**config.mk**
```make
export PLATFORM = sky130hd
export DESIGN_NAME = i2cr_slave
export DESIGN_NICKNAME = d
export VERILOG_FILES = /design/src/i2cr_stage.v /design/src/i2cr_slave.v
export VERILOG_INCLUDE_DIRS = /design/src /design/src/src
export SDC_FILE = /design/constraint.sdc
export NUM_CORES = 1
export LEC_CHECK = 0
export BUFFER_PORTS_ARGS = -buffer_cell sky130_fd_sc_hd__buf_4
export CAP_MARGIN = 20
export CELL_PAD_IN_SITES_DETAIL_PLACEMENT = 0
export CELL_PAD_IN_SITES_GLOBAL_PLACEMENT = 2
export CORE_UTILIZATION = 30
export CTS_CLUSTER_DIAMETER = 200
export DETAILED_ROUTE_END_ITERATION = 10
export PLACE_DENSITY = 0.77
export SYNTH_ARGS = -nofsm -noshare
export SYNTH_HDL_FRONTEND = slang
export SYNTH_SLANG_ARGS = --single-unit
```
**constraint.sdc**
```tcl
create_clock -name CORE_CLK -period 3 [get_ports CORE_CLK]
set_input_delay 0.45 -clock CORE_CLK [delete_from_list [all_inputs] [get_ports CORE_CLK]]
set_output_delay 0.45 -clock CORE_CLK [all_outputs]
set_load 0.05 [all_outputs]
```
**src/i2cr_defines.vh**
```
// Purpose: Shared constants for the serial register access port.
// Assumes: Included by bare name from every design file of the port.
// Notes: Bus addresses are the 7-bit forms of the two 8-bit write addresses.
`ifndef I2CR_DEFINES_VH
`define I2CR_DEFINES_VH
// ==========================================================================
// Slave addressing.
// Primary 7-bit address, the 8-bit write form being 0xD4.
`define I2CR_ADDR_PRI 7'h6A
// Secondary 7-bit address, the 8-bit write form being 0xD0.
`define I2CR_ADDR_SEC 7'h68
// Position of the address select bit in the address configuration byte.
`define I2CR_SEL_BIT 0
// ==========================================================================
// Timing.
// Core clock period in nanoseconds.
`define I2CR_CLK_NS 20
// Least internal hold of the data line after a falling serial clock, in ns.
`define I2CR_HOLD_NS 300
// Hold in core cycles, rounded up.
`define I2CR_HOLD_CYC ((`I2CR_HOLD_NS + `I2CR_CLK_NS - 1) / `I2CR_CLK_NS)
// Supported serial clock range in kHz, kept by the bus master.
`define I2CR_SCL_MIN_KHZ 10
`define I2CR_SCL_MAX_KHZ 400
// ==========================================================================
// Sizes and reset values.
// Number of bytes one block write can stage before commit.
`define I2CR_STAGE_DEPTH 16
// Width of the register position formed by the two address bytes.
`define I2CR_REG_AW 16
// Reset value of the register position.
`define I2CR_PTR_RST 16'h0000
`endif

```
**src/i2cr_stage.v**
```verilog
// Purpose: Holds the data bytes of one block write and releases them at once.
// Assumes: Push and commit never arrive in the same cycle.
// Notes: Bytes above the committed count in the data output are stale.
`timescale 1ns/1ps
`include "i2cr_defines.vh"
module i2cr_stage #(
  parameter DEPTH = `I2CR_STAGE_DEPTH,
  parameter AW = `I2CR_REG_AW,
  parameter CW = $clog2(DEPTH + 1)
) (
  // Clock, reset and enable.
  input wire clk,
  input wire rst,
  input wire ce,
  // Byte input.
  input wire push,
  input wire [AW-1:0] push_addr,
  input wire [7:0] push_data,
  // Commit request.
  input wire commit,
  // Fill state.
  output wire full,
  output wire empty,
  output reg [AW-1:0] nxt_addr_reg,
  // Commit result.
  output reg commit_stb_reg,
  output reg [AW-1:0] commit_base_reg,
  output reg [CW-1:0] commit_cnt_reg,
  output reg [8*DEPTH-1:0] commit_data_reg
);
  // ========================================================================
  // Storage.
  localparam [31:0] DEPTH_FULL = DEPTH; // Depth at full integer width.
  localparam [CW-1:0] FULL_CNT = DEPTH_FULL[CW-1:0]; // Count at which the buffer is full.
  reg [8*DEPTH-1:0] buf_reg; // Staged bytes, first byte in the low lane.
  reg [CW-1:0] cnt_reg; // Number of bytes staged.
  reg [AW-1:0] base_reg; // Register position of the first staged byte.

  assign full = (cnt_reg == FULL_CNT);
  assign empty = (cnt_reg == {CW{1'b0}});

  // ========================================================================
  // Staging and commit process.
  // Nothing reaches the commit outputs until the commit request, so no register can change early.
  always @(posedge clk) begin
    if (rst) begin
      buf_reg <= {(8*DEPTH){1'b0}};
      cnt_reg <= {CW{1'b0}};
      base_reg <= {AW{1'b0}};
      nxt_addr_reg <= {AW{1'b0}};
      commit_stb_reg <= 1'b0;
      commit_base_reg <= {AW{1'b0}};
      commit_cnt_reg <= {CW{1'b0}};
      commit_data_reg <= {(8*DEPTH){1'b0}};
    end else if (ce) begin
      commit_stb_reg <= 1'b0;
      if (push && !full) begin
        // Byte i of the block goes to lane i, so it lands at base plus i.
        buf_reg[cnt_reg*8 +: 8] <= push_data;
        cnt_reg <= cnt_reg + 1'b1;
        nxt_addr_reg <= push_addr + 1'b1;
        if (empty) begin
          // The first byte fixes the block's base position.
          base_reg <= push_addr;
        end
      end else if (commit) begin
        // All staged bytes leave together in one strobe.
        commit_stb_reg <= 1'b1;
        commit_base_reg <= base_reg;
        commit_cnt_reg <= cnt_reg;
        commit_data_reg <= buf_reg;
        cnt_reg <= {CW{1'b0}};
      end
    end
  end
endmodule

```
**src/i2cr_slave.v**
```verilog
// Purpose: Serial slave port giving block write and read access to configuration registers.
// Assumes: CORE_CLK far faster than the serial clock; register file and restore logic on CORE_CLK.
// Notes: The data line is open drain; the output enable pulls it low.
`timescale 1ns/1ps
`include "i2cr_defines.vh"
module i2cr_slave #(
  parameter DEPTH = `I2CR_STAGE_DEPTH,
  parameter AW = `I2CR_REG_AW,
  parameter CW = $clog2(DEPTH + 1)
) (
  // Clock, reset and enable.
  input wire CORE_CLK,
  input wire SYS_RST,
  input wire CLK_EN,
  // Serial bus pins.
  input wire SCL_IN,
  input wire SDA_IN,
  output reg SDA_OUT,
  output reg SDA_OE,
  // Device state and configuration.
  input wire RESTORE_DONE,
  input wire [7:0] ADDR_CFG,
  // Register read port.
  output reg [AW-1:0] RD_ADDR,
  input wire [7:0] RD_DATA,
  // Register commit port.
  output wire COMMIT_STB,
  output wire [AW-1:0] COMMIT_BASE,
  output wire [CW-1:0] COMMIT_COUNT,
  output wire [8*DEPTH-1:0] COMMIT_DATA
);
  // ========================================================================
  // Constants.
  localparam [2:0] ST_IDLE = 3'h0; // Waiting for a START.
  localparam [2:0] ST_RX = 3'h1; // Receiving a byte from the master.
  localparam [2:0] ST_RXACK = 3'h2; // Driving our acknowledge.
  localparam [2:0] ST_TX = 3'h3; // Sending a read byte.
  localparam [2:0] ST_TXACK = 3'h4; // Master's acknowledge slot.
  localparam [2:0] ST_IGNORE = 3'h5; // Off the bus until the next START or STOP.
  localparam [1:0] K_ADDR = 2'h0; // Byte kinds within a transaction.
  localparam [1:0] K_REGH = 2'h1;
  localparam [1:0] K_REGL = 2'h2;
  localparam [1:0] K_DATA = 2'h3;
  localparam [31:0] HOLD_FULL = `I2CR_HOLD_CYC; // Data hold in core cycles, full integer width.
  localparam [4:0] HOLD_CYC = HOLD_FULL[4:0]; // Data hold cut to the width of its counter.

  // ========================================================================
  // Functions.
  // Kind of the byte that follows an acknowledged byte of the given kind.
  function [1:0] next_kind;
    input [1:0] kind;
    begin
      if (kind == K_DATA) begin
        next_kind = K_DATA;
      end else begin
        next_kind = kind + 2'h1;
      end
    end
  endfunction

  // ========================================================================
  // Signals.
  reg scl_meta_reg; // First synchroniser stages, read only by the second.
  reg sda_meta_reg;
  reg scl_s_reg; // Synchronised levels.
  reg sda_s_reg;
  reg scl_d_reg; // Delayed copies for edge detection.
  reg sda_d_reg;
  reg [2:0] state_reg; // Protocol state.
  reg [1:0] kind_reg; // Kind of the byte in progress.
  reg [3:0] bit_cnt_reg; // Bits shifted in the current byte.
  reg [7:0] shift_reg; // Byte shifter, MSB first.
  reg rw_reg; // Read flag of the address byte.
  reg nack_reg; // Master's answer in a read acknowledge slot.
  reg pend_reg; // Data line drive waiting for the hold to expire.
  reg [4:0] hold_cnt_reg; // Hold countdown.
  reg push_reg; // Pulse that stages one byte.
  reg [7:0] push_data_reg; // Byte being staged.
  reg [AW-1:0] push_addr_reg; // Register position of that byte.
  reg commit_reg; // Pulse that commits the staged block.
  wire stg_full; // Staging buffer state.
  wire stg_empty;
  wire [AW-1:0] stg_nxt;
  wire scl_rise;
  wire scl_fall;
  wire start_det;
  wire stop_det;
  wire [6:0] my_addr;
  wire addr_hit;
  wire data_ok;

  // Edges and bus conditions seen on the synchronised pins only.
  assign scl_rise = scl_s_reg & ~scl_d_reg;
  assign scl_fall = ~scl_s_reg & scl_d_reg;
  assign start_det = scl_s_reg & scl_d_reg & sda_d_reg & ~sda_s_reg;
  assign stop_det = scl_s_reg & scl_d_reg & ~sda_d_reg & sda_s_reg;
  // Select bit clear gives the primary address.
  assign my_addr = ADDR_CFG[`I2CR_SEL_BIT] ? `I2CR_ADDR_SEC : `I2CR_ADDR_PRI;
  // Address is answered only when it matches and the restore is over.
  assign addr_hit = (shift_reg[7:1] == my_addr) && RESTORE_DONE;
  // A data byte is taken while room is left and it continues the staged run.
  assign data_ok = !stg_full && (stg_empty || (RD_ADDR == stg_nxt));

  // ========================================================================
  // Staging buffer.
  i2cr_stage #(
    .DEPTH(DEPTH),
    .AW(AW),
    .CW(CW)
  ) u_stage (
    .clk(CORE_CLK),
    .rst(SYS_RST),
    .ce(CLK_EN),
    .push(push_reg),
    .push_addr(push_addr_reg),
    .push_data(push_data_reg),
    .commit(commit_reg),
    .full(stg_full),
    .empty(stg_empty),
    .nxt_addr_reg(stg_nxt),
    .commit_stb_reg(COMMIT_STB),
    .commit_base_reg(COMMIT_BASE),
    .commit_cnt_reg(COMMIT_COUNT),
    .commit_data_reg(COMMIT_DATA)
  );

  // ========================================================================
  // Protocol process.
  // Runs entirely on CORE_CLK; the serial clock is only sampled.
  always @(posedge CORE_CLK) begin
    if (SYS_RST) begin
      scl_meta_reg <= 1'b1;
      sda_meta_reg <= 1'b1;
      scl_s_reg <= 1'b1;
      sda_s_reg <= 1'b1;
      scl_d_reg <= 1'b1;
      sda_d_reg <= 1'b1;
      state_reg <= ST_IDLE;
      kind_reg <= K_ADDR;
      bit_cnt_reg <= 4'h0;
      shift_reg <= 8'h00;
      rw_reg <= 1'b0;
      nack_reg <= 1'b0;
      pend_reg <= 1'b0;
      hold_cnt_reg <= 5'h00;
      push_reg <= 1'b0;
      push_data_reg <= 8'h00;
      push_addr_reg <= {AW{1'b0}};
      commit_reg <= 1'b0;
      SDA_OUT <= 1'b0;
      SDA_OE <= 1'b0;
      RD_ADDR <= `I2CR_PTR_RST;
    end else if (CLK_EN) begin
      // Two-stage synchronisers, then one delay for edges.
      scl_meta_reg <= SCL_IN;
      sda_meta_reg <= SDA_IN;
      scl_s_reg <= scl_meta_reg;
      sda_s_reg <= sda_meta_reg;
      scl_d_reg <= scl_s_reg;
      sda_d_reg <= sda_s_reg;
      push_reg <= 1'b0;
      commit_reg <= 1'b0;
      // Outside START and STOP, a new drive level reaches the pin only after the hold has run out.
      if (hold_cnt_reg != 5'h00) begin
        hold_cnt_reg <= hold_cnt_reg - 5'h01;
        if (hold_cnt_reg == 5'h01) begin
          SDA_OE <= pend_reg;
        end
      end
      if (start_det) begin
        // START or repeated START: a new address byte follows.
        state_reg <= ST_RX;
        kind_reg <= K_ADDR;
        bit_cnt_reg <= 4'h0;
        hold_cnt_reg <= 5'h00;
        SDA_OE <= 1'b0;
      end else if (stop_det) begin
        // STOP ends any block; a staged write is committed now.
        state_reg <= ST_IDLE;
        hold_cnt_reg <= 5'h00;
        SDA_OE <= 1'b0;
        commit_reg <= !stg_empty;
      end else begin
        case (state_reg)
          ST_RX: begin
            if (scl_rise) begin
              // Bits arrive MSB first.
              shift_reg <= {shift_reg[6:0], sda_s_reg};
              bit_cnt_reg <= bit_cnt_reg + 4'h1;
            end else if (scl_fall && bit_cnt_reg == 4'h8) begin
              hold_cnt_reg <= HOLD_CYC;
              pend_reg <= 1'b1;
              state_reg <= ST_RXACK;
              if (kind_reg == K_ADDR) begin
                rw_reg <= shift_reg[0];
                if (!addr_hit) begin
                  // Foreign or early address: no acknowledge, sit out the transaction.
                  pend_reg <= 1'b0;
                  state_reg <= ST_IGNORE;
                end
              end else if (kind_reg == K_REGH) begin
                // First address byte is the high half of the position.
                RD_ADDR[AW-1:8] <= shift_reg;
              end else if (kind_reg == K_REGL) begin
                RD_ADDR[7:0] <= shift_reg;
              end else if (data_ok) begin
                // Stage the byte and move to the next position.
                push_reg <= 1'b1;
                push_data_reg <= shift_reg;
                push_addr_reg <= RD_ADDR;
                RD_ADDR <= RD_ADDR + 1'b1;
              end else begin
                // No room or a gap in the run: refuse the byte.
                pend_reg <= 1'b0;
                state_reg <= ST_IGNORE;
              end
            end
          end
          ST_RXACK: begin
            if (scl_fall) begin
              bit_cnt_reg <= 4'h0;
              hold_cnt_reg <= HOLD_CYC;
              kind_reg <= next_kind(kind_reg);
              if (kind_reg == K_ADDR && rw_reg) begin
                // Read: first byte comes from the current position.
                shift_reg <= RD_DATA;
                pend_reg <= ~RD_DATA[7];
                RD_ADDR <= RD_ADDR + 1'b1;
                state_reg <= ST_TX;
              end else begin
                pend_reg <= 1'b0;
                state_reg <= ST_RX;
              end
            end
          end
          ST_TX: begin
            if (scl_rise) begin
              bit_cnt_reg <= bit_cnt_reg + 4'h1;
            end else if (scl_fall) begin
              hold_cnt_reg <= HOLD_CYC;
              if (bit_cnt_reg == 4'h8) begin
                // Release the line for the master's answer.
                pend_reg <= 1'b0;
                bit_cnt_reg <= 4'h0;
                state_reg <= ST_TXACK;
              end else begin
                pend_reg <= ~shift_reg[6];
                shift_reg <= {shift_reg[6:0], 1'b0};
              end
            end
          end
          ST_TXACK: begin
            if (scl_rise) begin
              nack_reg <= sda_s_reg;
            end else if (scl_fall) begin
              if (nack_reg) begin
                // Master ends the read after this whole byte.
                state_reg <= ST_IGNORE;
              end else begin
                shift_reg <= RD_DATA;
                pend_reg <= ~RD_DATA[7];
                hold_cnt_reg <= HOLD_CYC;
                RD_ADDR <= RD_ADDR + 1'b1;
                state_reg <= ST_TX;
              end
            end
          end
          default: begin
            // Idle or ignoring: the line stays released.
            state_reg <= state_reg;
          end
        endcase
      end
    end
  end
endmodule

```
==> flow_metrics.tcl <==
set metrics [dict create \
    status "complete, but fails checks" \
    violations "design-rule violations" \
    crit_chain "inv_1, ha_1, nor3b_1, buf_4, ha_1, nand2b_1, nor4b_2, nand2_1, mux2i_1, nor2_1" \
    grt_pass1_vias 13400 \
    holdBufCountCts 0 \
    arrival_ns 3.26 \
    dpl.hpwl_mm 33.6 \
    fp.coreArea_um2 52800 \
    critical_path.endpoint_type "flop" \
    drt-initial-drc-count 788 \
    crit_required_ns 3.41 \
    synthArstFlopShare_pct 0 \
    dr_total_vias 13800 \
    fmax_ghz 0.351 \
    synth_area_um2 16100 \
    clock_skew_ns 0.0185 \
    netlist_top_cells_count "474 x nand2_1, 389 x dfxtp_1, 258 x a21oi_1" \
    max_stage_delay_ns 0.50 \
    drive_gt1_share_pct 15.6 \
    wl_mm 49.4 \
    cts_inserted_buffers 45 \
    yosys.area.top_type "dfxtp_1" \
    crit_top_cell "ha_1" \
    initial_core_util_pct 30.4 \
    power_density_nw_per_um2 555 \
    relSlewSlack_pct 24.7 \
    postSynthCellCount 1938 \
    start_kind "flop" \
    tightest_slew_ns 1.13 \
    layout.core_utilization_pct 37.3 \
    syn_area_per_cell_um2 8.28 \
    grt_first_pass_wirelength_mm 76.2 \
    period_share_pct 95.1 \
    area.growth.synth_to_final_pct 22.7 \
    cts_root_buf "clkbuf_16" \
    ant_nets 0 \
    nFillCells 5540 \
    firstDrtPassIters 8 \
    cts_setup_buffers 0 \
    post-route-min-period_ns 2.85 \
    drc 52 \
    yosysUniqueCellTypes 68 \
    hold_viol 0 \
    vias_per_cell 4.92 \
    leakage_nw 7.90 \
    grt_remaining_overflow 0 \
    gp_congestion 0.839 \
    cts_sinks 389 \
    ys_ff_latch 389 \
    antenna_found_initial 0 \
    synth_fp_nets 1979 \
    irDropWorstVdd_mv 0.363 \
    clock_path_buffers 3 \
    cp.buffers_inverters 2 \
    wl_per_cell_um 17.6 \
    grt_usage_pct 18.0 \
    synth-seq-area-share_pct 48.5 \
    yosys.cell_count.top_type "nand2_1" \
    fin_nets 2129 \
    die_w_um 233 \
    setup_viol 0 \
    crit_family "simple AND/OR/NAND/NOR gates" \
    rsz0062_at_grt "yes" \
    die_y_um 233 \
    ios 190 \
    hp-class "in -> reg" \
    path_class "reg -> reg" \
    cap_violations 0 \
    ctsHtreeMaxLevel 2 \
    drv_slew 0 \
    clk_latency_ns 0.58 \
    grt_max_degree 225 \
    die_area_um2 54400 \
    critPathSlowestCell "nor4b_2" \
    dp_slack_ns -0.0201 \
    hold_ws_ns 0.0849 \
    cts_tree "built" \
    fp-row-count 84 \
    netlist_top_cells_area "dfxtp_1 49%, nand2_1 11%, a21oi_1 8.0%" \
    synthFlopType "dfxtp_1" \
    postLayoutSetupSlackWorst_ns 0.147 \
    path_max_fanout 8 \
    io_buffers 181 \
    synth_edf_count 0 \
    clk_pin_slew_worst_paths_ns 0.06 \
    yosys_warnings 0 \
    netlist.area_leader.share_pct 48.5 \
]
[report_power, final]
part	switching (mW)	internal, mW	total [mW]	leakage (nW)
Clock	2.23	3.09	5.32	0.713
Combinational	0.253	0.142	0.395	4.05
Sequential	0.0267	5.20	5.22	3.13
Total	2.51	8.43	10.9	7.90
[tightest hold or removal path, delay by kind of cell]
kind / cells / cell delay (ns)
buffers and inverters: 1 / 0.08
muxes: 1 / 0.05
and+or+nand+nor: 1 / 0.06
[metrics by stage]
stage               cells  area, µm²  TNS (ns)  power, mW
finish               2809      19700         0       10.9
global route         2808      19700     -1.39       11.4
CTS                  2808      19700         0       11.1
detailed placement   2729      18300    -0.133       5.73
global placement     2729      18300         0       5.71
floorplan            1938      16100         0       5.63
[placed cells by master, fill, tap and decap left out, types with 5 or more instances in the layout]
| cell | n |
|---|---|
| nand4b_1 | 11 |
| a21oi_1 | 258 |
| nor3_1 | 28 |
| and3_1 | 23 |
| buf_12 | 6 |
| nand2_1 | 471 |
| a211oi_1 | 19 |
| clkbuf_1 | 9 |
| and2_1 | 28 |
| mux2i_1 | 118 |
| clkbuf_16 | 46 |
| nand3b_1 | 7 |
| nor3b_1 | 6 |
| nand2b_1 | 9 |
| a21o_1 | 5 |
| or3_1 | 5 |
| ha_1 | 19 |
| nand4_1 | 19 |
| buf_4 | 230 |
| clkinv_2 | 10 |
| or4_1 | 6 |
| a31oi_1 | 6 |
| dfxtp_1 | 389 |
| o32ai_1 | 12 |
| nand3_1 | 32 |
| a311oi_1 | 11 |
| inv_1 | 22 |
| nor4_1 | 13 |
| clkbuf_8 | 11 |
| o21ai_0 | 12 |
| xnor2_1 | 9 |
| nor2_1 | 164 |
| nor2b_1 | 7 |
| xor2_1 | 24 |
| o31ai_1 | 12 |
[final cells by class]
cell class                      instances  area (µm²)  area share [%]
Antenna cell                            1        2.50          0.0127
Clock buffer                           66        1340            6.78
Clock inverter                         13        93.8           0.476
Inverter                               22        82.6           0.419
Multi-Input combinational cell       1393        7670            39.0
Sequential cell                       389        7790            39.5
Tap cell                              688         861            4.37
Timing Repair Buffer                  237        1860            9.45
[worst paths after layout]
check,start,to,slack (ns),cells after the start
worst max register to register,u_stage.cnt_reg[0],u_stage.buf_reg[23],0.15,10
worst min register to register,u_stage.buf_reg[96],u_stage.commit_data_reg[96],0.45,2
worst max-delay path,u_stage.cnt_reg[0],u_stage.buf_reg[23],0.15,10
worst min-delay path,SCL_IN,scl_meta_reg,0.08,3
[repair_timing]
item	4_1_cts	5_1_grt
resized for setup	1	6
endpoints found under the setup margin	24	52
hold endpoints to repair	0	0
[metal layers]
layer	wire (µm)	vias up	global-route usage, %
li1	-	6908	-
met1	22900	6537	24.0
met2	23100	311	29.6
met3	2270	76	2.53
met4	1170	0	6.07
met5	0	-	0
[logic make-up after synthesis]
group                      synth area share [%]
buffers and inverters                      3.87
DFF                                        48.5
adders and majority gates                  1.48
and+or+nand+nor                            23.4
AOI/OAI and AO/OA                          13.5
other                                    0.0234
xor gates and xnor gates                   1.90
muxes                                      7.36
No activity file was read; power rests on OpenSTA's default activity.
